===== config.mk =====
export PLATFORM = sky130hd
export DESIGN_NAME = rcg_run_gate
export DESIGN_NICKNAME = d
export VERILOG_FILES = /design/src/common/rcg_pkg.sv /design/src/core/rcg_sync.sv /design/src/core/rcg_tick.sv /design/src/core/rcg_run_gate.sv
export VERILOG_INCLUDE_DIRS = /design/src /design/src/common
export SDC_FILE = /design/constraint.sdc
export NUM_CORES = 1
export LEC_CHECK = 0
export ABC_AREA = 1
export BUFFER_PORTS_ARGS = -buffer_cell sky130_fd_sc_hd__buf_2
export CAP_MARGIN = 25
export CORE_ASPECT_RATIO = 1.2
export CORE_MARGIN = 3
export CORE_UTILIZATION = 50
export CTS_BUF_LIST = sky130_fd_sc_hd__clkbuf_8
export CTS_CLUSTER_DIAMETER = 100
export DETAILED_ROUTE_END_ITERATION = 16
export PLACE_DENSITY = 0.65
export RECOVER_POWER = 50
export SLEW_MARGIN = 40
export SYNTH_ARGS = -nofsm -noshare
export SYNTH_HDL_FRONTEND = slang
export SYNTH_HIERARCHICAL = 1
export SYNTH_SLANG_ARGS = --single-unit

===== constraint.sdc =====
create_clock -name clk_sys -period 41.9 [get_ports clk_sys]
set_clock_uncertainty 0.05 [all_clocks]
set_input_delay 8.38 -clock clk_sys [delete_from_list [all_inputs] [get_ports clk_sys]]
set_output_delay 8.38 -clock clk_sys [all_outputs]
set_load 0.005 [all_outputs]

===== src/common/rcg_map.svh =====
`ifndef RCG_MAP_SVH
`define RCG_MAP_SVH
// avalon word addresses (byte address / 4)
`define RCG_ADDR_CTRL 4'h0
`define RCG_ADDR_TERM 4'h1
`define RCG_ADDR_QSTOP 4'h2
`define RCG_ADDR_ACC_DW 4'h3
`define RCG_ADDR_DEC_DW 4'h4
`define RCG_ADDR_RAMP 4'h5
`define RCG_ADDR_STATUS 4'h6
`define RCG_ADDR_FREQ 4'h7
// ctrl field positions
`define RCG_CTRL_LATCH_BIT 0
`define RCG_CTRL_GATE_BIT 1
`define RCG_CTRL_STOPPOL_LSB 2
`define RCG_CTRL_METHOD_LSB 4
`define RCG_CTRL_BRAKE_BIT 6
// terminal function codes
`define RCG_FN_RUN_EN 6'h0D
`define RCG_FN_LATCH 6'h0E
// reset values: frequency in 0.01 Hz, times in 0.1 s
`define RCG_RST_QSTOP 16'h0032
`define RCG_RST_DW_FREQ 16'h01F4
`define RCG_RST_DW_TIME 16'h0000
`define RCG_RST_TERM 24'h0000_00
`define RCG_RST_RAMP 16'h0001
// timing: 25 MHz clock, 0.1 s tick, 1 ms pulse minimum
`define RCG_CLK_HZ 25000000
`define RCG_TENTH_S_NS 100000000
`define RCG_TICK_CYC (`RCG_CLK_HZ / 10)
`define RCG_MIN_PULSE_NS 1000000
`define RCG_MIN_PULSE_CYC ((`RCG_MIN_PULSE_NS / 40))
// limits in 0.1 s
`define RCG_QSTOP_MAX 16'h1770
`define RCG_ACC_DW_MAX 16'h0064
`define RCG_DEC_DW_MAX 16'h0258
`endif


===== src/common/rcg_pkg.sv =====
`default_nettype none
package rcg_pkg;
  // stop behaviour when run-enable drops
  typedef enum logic [1:0] {
    RCG_STOP_COAST = 2'b00,
    RCG_STOP_RSVD = 2'b01,
    RCG_STOP_QSTOP = 2'b10,
    RCG_STOP_QRESUME = 2'b11
  } rcg_stop_pol_t;
  // sequencer states
  typedef enum logic [2:0] {
    RCG_ST_IDLE = 3'b000,
    RCG_ST_ACC = 3'b001,
    RCG_ST_ACC_DW = 3'b010,
    RCG_ST_RUN = 3'b011,
    RCG_ST_DEC = 3'b100,
    RCG_ST_DEC_DW = 3'b101,
    RCG_ST_QSTOP = 3'b110
  } rcg_state_t;
  // dwell setting pair
  typedef struct packed {
    logic [15:0] freq;
    logic [15:0] time_ds;
  } rcg_dwell_t;
  // cleaned terminal commands
  typedef struct packed {
    logic fwd;
    logic rev;
    logic run_en;
    logic latch_stop;
  } rcg_cmd_t;
endpackage
`default_nettype wire


===== src/core/rcg_sync.sv =====
`timescale 1ns/1ps
`default_nettype none
// three-flop synchroniser with agreement filter per input bit
module rcg_sync #(
  parameter int W = 7
) (
  input wire logic clk_sys,
  input wire logic rst,
  input wire logic ce,
  input wire logic [W-1:0] din,
  output logic [W-1:0] dout
);
  logic [W-1:0] s1; // first stage, read only by s2
  logic [W-1:0] s2;
  logic [W-1:0] s3;
  // shift chain; reset clears all stages
  always_ff @(posedge clk_sys)
  begin
    if (rst)
    begin
      s1 <= '0;
      s2 <= '0;
      s3 <= '0;
    end
    else if (ce)
    begin
      s1 <= din;
      s2 <= s1;
      s3 <= s2;
    end
  end
  // output follows only when stages two and three agree
  always_ff @(posedge clk_sys)
  begin
    if (rst)
      dout <= '0;
    else if (ce)
      dout <= (s2 & s3) | (dout & (s2 | s3));
  end
endmodule // rcg_sync
`default_nettype wire


===== src/core/rcg_tick.sv =====
`timescale 1ns/1ps
`default_nettype none
`include "rcg_map.svh"
// 0.1 s time base; the count is long so it is a parameter
module rcg_tick #(
  parameter int TICK_CYC = `RCG_TICK_CYC
) (
  input wire logic clk_sys,
  input wire logic rst,
  input wire logic ce,
  output logic tick
);
  logic [22:0] cnt; // cycles within one tenth second
  always_ff @(posedge clk_sys)
  begin
    if (rst)
    begin
      cnt <= '0;
      tick <= 1'b0;
    end
    else if (ce)
    begin
      tick <= (cnt == 23'(TICK_CYC - 1));
      if (cnt == 23'(TICK_CYC - 1))
        cnt <= '0;
      else
        cnt <= cnt + 23'h0000_01;
    end
  end
endmodule // rcg_tick
`default_nettype wire


===== src/core/rcg_run_gate.sv =====
`timescale 1ns/1ps
`default_nettype none
`include "rcg_map.svh"
module rcg_run_gate #(
  parameter int TICK_CYC = `RCG_TICK_CYC
) (
  input wire logic clk_sys,
  input wire logic rst,
  input wire logic ce,
  input wire logic [6:0] multifunction_inputs,
  input wire logic fwd_in,
  input wire logic rev_in,
  input wire logic [3:0] avs_address,
  input wire logic avs_read,
  input wire logic avs_write,
  input wire logic [31:0] avs_writedata,
  output logic [31:0] avs_readdata,
  output logic avs_waitrequest,
  output logic [15:0] out_freq,
  output logic out_enable,
  output logic out_reverse
);
  // config registers
  logic [6:0] ctrl; // latch, gate, stop policy, method, brake
  logic [23:0] terminal_function_select; // 6-bit code per terminal 0..3
  logic [15:0] qstop_time;
  rcg_pkg::rcg_dwell_t acc_dw;
  rcg_pkg::rcg_dwell_t dec_dw;
  logic [15:0] ramp_step; // freq change per tenth second
  logic [15:0] target_freq;
  // live state
  rcg_pkg::rcg_state_t state;
  logic run_latch; // command held in latch mode
  logic run_dir; // 1 = reverse
  logic acc_dw_done; // first-acceleration dwell already spent
  logic [15:0] dw_cnt; // dwell tenths elapsed
  logic [15:0] q_step; // quick-stop decrement per tick
  logic restart_block; // policy 2 needs a fresh command
  logic ack; // one-cycle bus answer
  logic tick;
  logic [8:0] sync_out;
  rcg_pkg::rcg_cmd_t cmd;
  logic run_cmd;
  logic enable_ok;
  logic [1:0] btn_prev; // last fwd/rev levels, for fresh-press edges
  logic new_cmd;
  // helper: does any terminal carry the given function
  function automatic logic term_has(input logic [5:0] code,
    input logic [23:0] sel, input logic [6:0] pins);
    logic hit;
    hit = 1'b0;
    for (int i = 0; i < 4; i++)
      if (sel[i*6 +: 6] == code && pins[i])
        hit = 1'b1;
    return hit;
  endfunction
  // helper: dwell usable only when both fields are nonzero
  function automatic logic dw_on(input rcg_pkg::rcg_dwell_t d,
    input logic vf);
    return vf && (d.freq != 16'h0000) && (d.time_ds != 16'h0000);
  endfunction
  // all pin inputs cross in through the filter; pulses exceed 3 clocks
  rcg_sync #(.W(9)) u_sync (
    .clk_sys(clk_sys),
    .rst(rst),
    .ce(ce),
    .din({multifunction_inputs, fwd_in, rev_in}),
    .dout(sync_out)
  );
  rcg_tick #(.TICK_CYC(TICK_CYC)) u_tick (
    .clk_sys(clk_sys),
    .rst(rst),
    .ce(ce),
    .tick(tick)
  );
  // decode the terminals through the function table
  always_comb
  begin
    cmd.fwd = sync_out[1];
    cmd.rev = sync_out[0];
    cmd.run_en = term_has(`RCG_FN_RUN_EN, terminal_function_select,
      sync_out[8:2]);
    cmd.latch_stop = term_has(`RCG_FN_LATCH, terminal_function_select,
      sync_out[8:2]);
  end
  // gate: policy 0 always, policy 1 needs the run-enable terminal
  assign enable_ok = !ctrl[`RCG_CTRL_GATE_BIT] || cmd.run_en;
  assign new_cmd = |({cmd.fwd, cmd.rev} & ~btn_prev);
  assign run_cmd = ctrl[`RCG_CTRL_LATCH_BIT] ? run_latch
                 : (cmd.fwd ^ cmd.rev);
  // edge memory of fwd/rev; reset to the idle level so no false press
  always_ff @(posedge clk_sys)
  begin
    if (rst)
      btn_prev <= 2'b00;
    else if (ce)
      btn_prev <= {cmd.fwd, cmd.rev};
  end
  // three-wire latch; a lone press sets, both or stop clears
  always_ff @(posedge clk_sys)
  begin
    if (rst)
    begin
      run_latch <= 1'b0;
      run_dir <= 1'b0;
    end
    else if (ce)
    begin
      if (cmd.fwd && cmd.rev)
        run_latch <= 1'b0;
      else if (ctrl[`RCG_CTRL_LATCH_BIT] && !cmd.latch_stop)
        run_latch <= 1'b0;
      else if (cmd.fwd || cmd.rev)
      begin
        run_latch <= 1'b1;
        run_dir <= cmd.rev;
      end
    end
  end
  // policy 2 block: set while a quick stop runs, cleared by a new press
  always_ff @(posedge clk_sys)
  begin
    if (rst)
      restart_block <= 1'b0;
    else if (ce)
    begin
      if (state == rcg_pkg::RCG_ST_QSTOP &&
          ctrl[`RCG_CTRL_STOPPOL_LSB +: 2] == rcg_pkg::RCG_STOP_QSTOP)
        restart_block <= 1'b1;
      else if (new_cmd)
        restart_block <= 1'b0;
    end
  end
  // quick-stop step: present frequency divided by qstop_time, plus one, recomputed every tick;
  // a zero time empties the output within one tick
  assign q_step = (qstop_time == 16'h0000) ? 16'hFFFF
                : (out_freq / qstop_time) + 16'h0001;
  // main ramp and dwell sequencer
  always_ff @(posedge clk_sys)
  begin
    if (rst)
    begin
      state <= rcg_pkg::RCG_ST_IDLE;
      out_freq <= 16'h0000;
      dw_cnt <= 16'h0000;
      acc_dw_done <= 1'b0;
    end
    else if (ce)
    begin
      if (!enable_ok && state != rcg_pkg::RCG_ST_IDLE &&
          ctrl[`RCG_CTRL_STOPPOL_LSB +: 2] == rcg_pkg::RCG_STOP_COAST)
      begin
        state <= rcg_pkg::RCG_ST_IDLE;
        out_freq <= 16'h0000;
        acc_dw_done <= 1'b0;
      end
      else if (!enable_ok && state != rcg_pkg::RCG_ST_IDLE &&
               state != rcg_pkg::RCG_ST_QSTOP)
        state <= rcg_pkg::RCG_ST_QSTOP;
      else
        case (state)
          rcg_pkg::RCG_ST_IDLE:
          begin
            acc_dw_done <= 1'b0;
            dw_cnt <= 16'h0000;
            if (run_cmd && enable_ok && !restart_block)
              state <= rcg_pkg::RCG_ST_ACC;
          end
          rcg_pkg::RCG_ST_ACC:
          begin
            if (!run_cmd)
              state <= rcg_pkg::RCG_ST_DEC;
            else if (!acc_dw_done &&
                     dw_on(acc_dw, ctrl[`RCG_CTRL_METHOD_LSB +: 2] == 2'b00) &&
                     out_freq >= acc_dw.freq)
            begin
              state <= rcg_pkg::RCG_ST_ACC_DW;
              out_freq <= acc_dw.freq;
              dw_cnt <= 16'h0000;
            end
            else if (out_freq >= target_freq)
            begin
              out_freq <= target_freq;
              state <= rcg_pkg::RCG_ST_RUN;
            end
            else if (tick)
              out_freq <= (target_freq - out_freq > ramp_step) ?
                out_freq + ramp_step : target_freq;
          end
          rcg_pkg::RCG_ST_ACC_DW:
          begin
            acc_dw_done <= 1'b1;
            if (!run_cmd)
              state <= rcg_pkg::RCG_ST_DEC;
            else if (dw_cnt >= acc_dw.time_ds)
              state <= rcg_pkg::RCG_ST_ACC;
            else if (tick)
              dw_cnt <= dw_cnt + 16'h0001;
          end
          rcg_pkg::RCG_ST_RUN:
          begin
            acc_dw_done <= 1'b1;
            if (!run_cmd)
              state <= rcg_pkg::RCG_ST_DEC;
            else if (out_freq != target_freq)
              state <= rcg_pkg::RCG_ST_ACC; // reference change, no dwell
          end
          rcg_pkg::RCG_ST_DEC:
          begin
            acc_dw_done <= 1'b1;
            if (run_cmd)
              state <= rcg_pkg::RCG_ST_ACC;
            else if (!ctrl[`RCG_CTRL_BRAKE_BIT] &&
                     dw_on(dec_dw, ctrl[`RCG_CTRL_METHOD_LSB +: 2] == 2'b00) &&
                     out_freq > dec_dw.freq &&
                     out_freq - dec_dw.freq <= ramp_step && tick)
            begin
              state <= rcg_pkg::RCG_ST_DEC_DW;
              out_freq <= dec_dw.freq;
              dw_cnt <= 16'h0000;
            end
            else if (out_freq == 16'h0000)
              state <= rcg_pkg::RCG_ST_IDLE;
            else if (tick)
              out_freq <= (out_freq > ramp_step) ? out_freq - ramp_step
                : 16'h0000;
          end
          rcg_pkg::RCG_ST_DEC_DW:
          begin
            if (run_cmd)
              state <= rcg_pkg::RCG_ST_ACC;
            else if (dw_cnt >= dec_dw.time_ds)
              state <= rcg_pkg::RCG_ST_DEC;
            else if (tick)
              dw_cnt <= dw_cnt + 16'h0001;
          end
          rcg_pkg::RCG_ST_QSTOP:
          begin
            if (out_freq == 16'h0000)
              state <= rcg_pkg::RCG_ST_IDLE;
            else if (tick)
              out_freq <= (out_freq > q_step) ? out_freq - q_step
                : 16'h0000;
          end
          default:
            state <= rcg_pkg::RCG_ST_IDLE;
        endcase
    end
  end
  assign out_enable = (state != rcg_pkg::RCG_ST_IDLE);
  assign out_reverse = ctrl[`RCG_CTRL_LATCH_BIT] ? run_dir : cmd.rev;
  // register writes; quick-stop and dwell times saturate at their range
  always_ff @(posedge clk_sys)
  begin
    if (rst)
    begin
      ctrl <= 7'h00;
      terminal_function_select <= `RCG_RST_TERM;
      qstop_time <= `RCG_RST_QSTOP;
      acc_dw <= {`RCG_RST_DW_FREQ, `RCG_RST_DW_TIME};
      dec_dw <= {`RCG_RST_DW_FREQ, `RCG_RST_DW_TIME};
      ramp_step <= `RCG_RST_RAMP;
      target_freq <= 16'h0000;
    end
    else if (ce && avs_write && ack) // lands as waitrequest goes low
      case (avs_address)
        `RCG_ADDR_CTRL: ctrl <= avs_writedata[6:0];
        `RCG_ADDR_TERM: terminal_function_select <= avs_writedata[23:0];
        `RCG_ADDR_QSTOP:
          qstop_time <= (avs_writedata[15:0] > `RCG_QSTOP_MAX) ?
            `RCG_QSTOP_MAX : avs_writedata[15:0];
        `RCG_ADDR_ACC_DW:
          acc_dw <= {avs_writedata[31:16],
            (avs_writedata[15:0] > `RCG_ACC_DW_MAX) ?
            `RCG_ACC_DW_MAX : avs_writedata[15:0]};
        `RCG_ADDR_DEC_DW:
          dec_dw <= {avs_writedata[31:16],
            (avs_writedata[15:0] > `RCG_DEC_DW_MAX) ?
            `RCG_DEC_DW_MAX : avs_writedata[15:0]};
        `RCG_ADDR_RAMP: {target_freq, ramp_step} <= avs_writedata;
        default: ;
      endcase
  end
  // every access takes exactly one wait cycle
  always_ff @(posedge clk_sys)
  begin
    if (rst)
      ack <= 1'b0;
    else if (ce)
      ack <= (avs_read || avs_write) && !ack;
  end
  assign avs_waitrequest = (avs_read || avs_write) && !ack;
  // read data registered; unmapped reads zero
  always_ff @(posedge clk_sys)
  begin
    if (rst)
      avs_readdata <= 32'h0000_0000;
    else if (ce && avs_read && !ack)
      case (avs_address)
        `RCG_ADDR_CTRL: avs_readdata <= {25'h000_0000, ctrl};
        `RCG_ADDR_TERM: avs_readdata <= {8'h00, terminal_function_select};
        `RCG_ADDR_QSTOP: avs_readdata <= {16'h0000, qstop_time};
        `RCG_ADDR_ACC_DW: avs_readdata <= acc_dw;
        `RCG_ADDR_DEC_DW: avs_readdata <= dec_dw;
        `RCG_ADDR_RAMP: avs_readdata <= {target_freq, ramp_step};
        `RCG_ADDR_STATUS:
          avs_readdata <= {22'h00_0000, acc_dw_done, restart_block,
            run_latch, enable_ok, cmd.run_en, out_reverse, out_enable,
            state};
        `RCG_ADDR_FREQ: avs_readdata <= {16'h0000, out_freq};
        default: avs_readdata <= 32'h0000_0000;
      endcase
  end
endmodule // rcg_run_gate
`default_nettype wire


==> flow_summary_export.csv <==
group,metric,value,unit
finish,syn2layout_area_growth,7.28,%
sta,final_hold_viol_count,0,
floorplan,coreArea,49600,um2
clock_tree,cts.htree.levels,2,
finish,fill_cells,5157,
sta,max_slew_margin,-52.4,%
global_route,gr-usage-met1,39.5,%
sta,fmax,0.0315,GHz
sta,finalMaxSlewViolations,158,
route,antenna_left,0,
clock_tree,path_clk_slew,0.06,ns
global_route,grt_pass1_vias,24800,
clock_tree,post_cts_buffers,0,
global_route,grt_pass1_wl,139000,um
place,place_congestion,1.01,
worst_hold_path,min_path_type,"reg2reg",
global_route,grtUsageMet3,5.30,%
critical_path,cp_slowest_cell,"clkbuf_1",
critical_path,crit_type,"reg2reg",
finish,drive_gt1_share,8.77,%
route,wire_per_inst,20.1,um
floorplan,chipHeight,252,um
global_route,gr-total-overflow,0,
place,dpl.hpwl,70200,um
finish,nets,4216,
synth,syn-mean-instance-area,6.63,um2
critical_path,critPathArrivalTime,32.20,ns
run,cap_violations,4,
global_route,track_usage,33.4,%
synth,ys.warnings.count,6,
floorplan,fp.dieW,211,um
critical_path,crit_top_cell,"nand2_1",
route,via_count,26400,
outcome,violations,"max-capacitance violations, max-slew violations",
global_route,antenna_found_initial,3,
global_route,grt_max_degree,90,
route,wirelength,90900,um
critical_path,startpoint_type,"register",
synth,synthCells,3808,
critical_path,end_kind,"register",
route,drt_iter0_markers,2200,
place,io_buffers,97,
clock_tree,clock_latency,0.62,ns
clock_tree,numCtsBuffers,45,
floorplan,num_io_pins,101,
floorplan,dieArea,53200,um2
route,viasPerCell,5.83,
clock_tree,clkSinkCount,265,
critical_path,cp_max_fo,17,
critical_path,critPathMaxStageDelay,0.56,ns
global_route,busiest_layer,"met2",
sta,worst_slew_pin_slew,2.29,ns
global_route,met2_usage,55.8,%
route,drt-pass1-iter-count,7,
clock_tree,cts_resized,0,
finish,register_area,5310,um2
sta,finalCritPeriodShare,75.8,%
critical_path,worstPathRequired,42.36,ns
route,route.detailed.drc,0,
clock_tree,cts_root_buffer,"clkbuf_8",
sta,rsz0062_at_grt,"no",
floorplan,rows,89,
sta,tns,0,ns
clock_tree,clockBufferDepth,3,
floorplan,initial_core_util,50.9,%
clock_tree,ctsHoldBuffers,0,
outcome,status,"finished with violations",
synth,syn_area,25200,um2
synth,syn-num-nets,4164,
sta,setup_viol,0,
clock_tree,cts_tree,"done",
sta,fin_crit,31.74,ns
finish,multi_input_area,17300,um2
[layer usage]
metal / vias to the layer above / routed length, um
li1: 13000 / -
met1: 12000 / 36200
met2: 1052 / 41600
met3: 314 / 6250
met4: 4 / 6790
met5: - / 26
[path summary, 6_finish.rpt]
| kind | end | slack [ns] | from | cells after the start |
|---|---|---|---|---|
| worst min register to register | run_dir | 0.40 | run_dir | 2 |
| worst min-delay path | run_dir | 0.40 | run_dir | 2 |
| worst max register to register | out_freq[5] | 10.16 | out_freq[1] | 199 |
| worst max-delay path | out_freq[5] | 10.16 | out_freq[1] | 199 |
[worst max-delay path, delay by kind of cell (launching register included)]
family	cells	cell delay [ns]
buf+inv	24	4.04
fa+ha+maj	17	5.25
flops	1	0.30
simple gates	108	13.00
compound gates	49	8.87
xor+xnor	1	0.13
[through the flow]
| step | std cells | hold WS, ns | utilization, % | area (um2) | setup slack [ns] |
|---|---|---|---|---|---|
| after CTS | 4525 | 0.403 | 54.9 | 27200 | 10.84 |
| after global placement | 4450 | 0.390 | 52.9 | 26200 | 11.02 |
| final | 4527 | 0.403 | 54.7 | 27100 | 10.16 |
| after detailed placement | 4450 | 0.394 | 52.9 | 26200 | 10.96 |
| after global routing | 4526 | 0.423 | 54.6 | 27100 | 6.63 |
| after floorplan | 3808 | 0.374 | - | 25200 | 17.03 |
[placed cells by master (no fill, tap or decap), drive strengths merged, types with 5 or more instances in the layout]
cell / instances
a211oi: 28
a21boi: 9
a21oi: 391
a221oi: 11
a31oi: 21
and2: 13
buf: 98
clkbuf: 94
clkinv: 10
dfxtp: 265
fa: 5
ha: 301
inv: 539
nand2: 795
nand3: 199
nand3b: 6
nand4: 71
nor2: 263
nor3: 74
nor3b: 7
nor4: 25
o2111ai: 7
o211ai: 44
o21a: 8
o21ai: 284
o21bai: 21
o221ai: 15
o22ai: 60
o31ai: 16
o41ai: 11
or2: 38
xnor2: 31
xor2: 94
[final cells by class]
class / count / share of cell area, %
Tap cell: 637 / 2.94
Antenna cell: 2 / 0.0185
Clock buffer: 55 / 2.80
Timing Repair Buffer: 137 / 2.55
Inverter: 534 / 7.46
Multi-Input combinational cell: 2877 / 63.9
Sequential cell: 265 / 19.6
Clock inverter: 20 / 0.753
[flip-flops by register name, summed over array words and instances (netlist names), 23 cells and up]
signal and count:
avs_readdata 32, terminal_function_select 24, u_tick/cnt 23, dec_dw 32
acc_dw 32
Power is left out: the tool's default activity adds up to more than one toggle a clock period on the data nets, which glitch-free logic cannot reach.
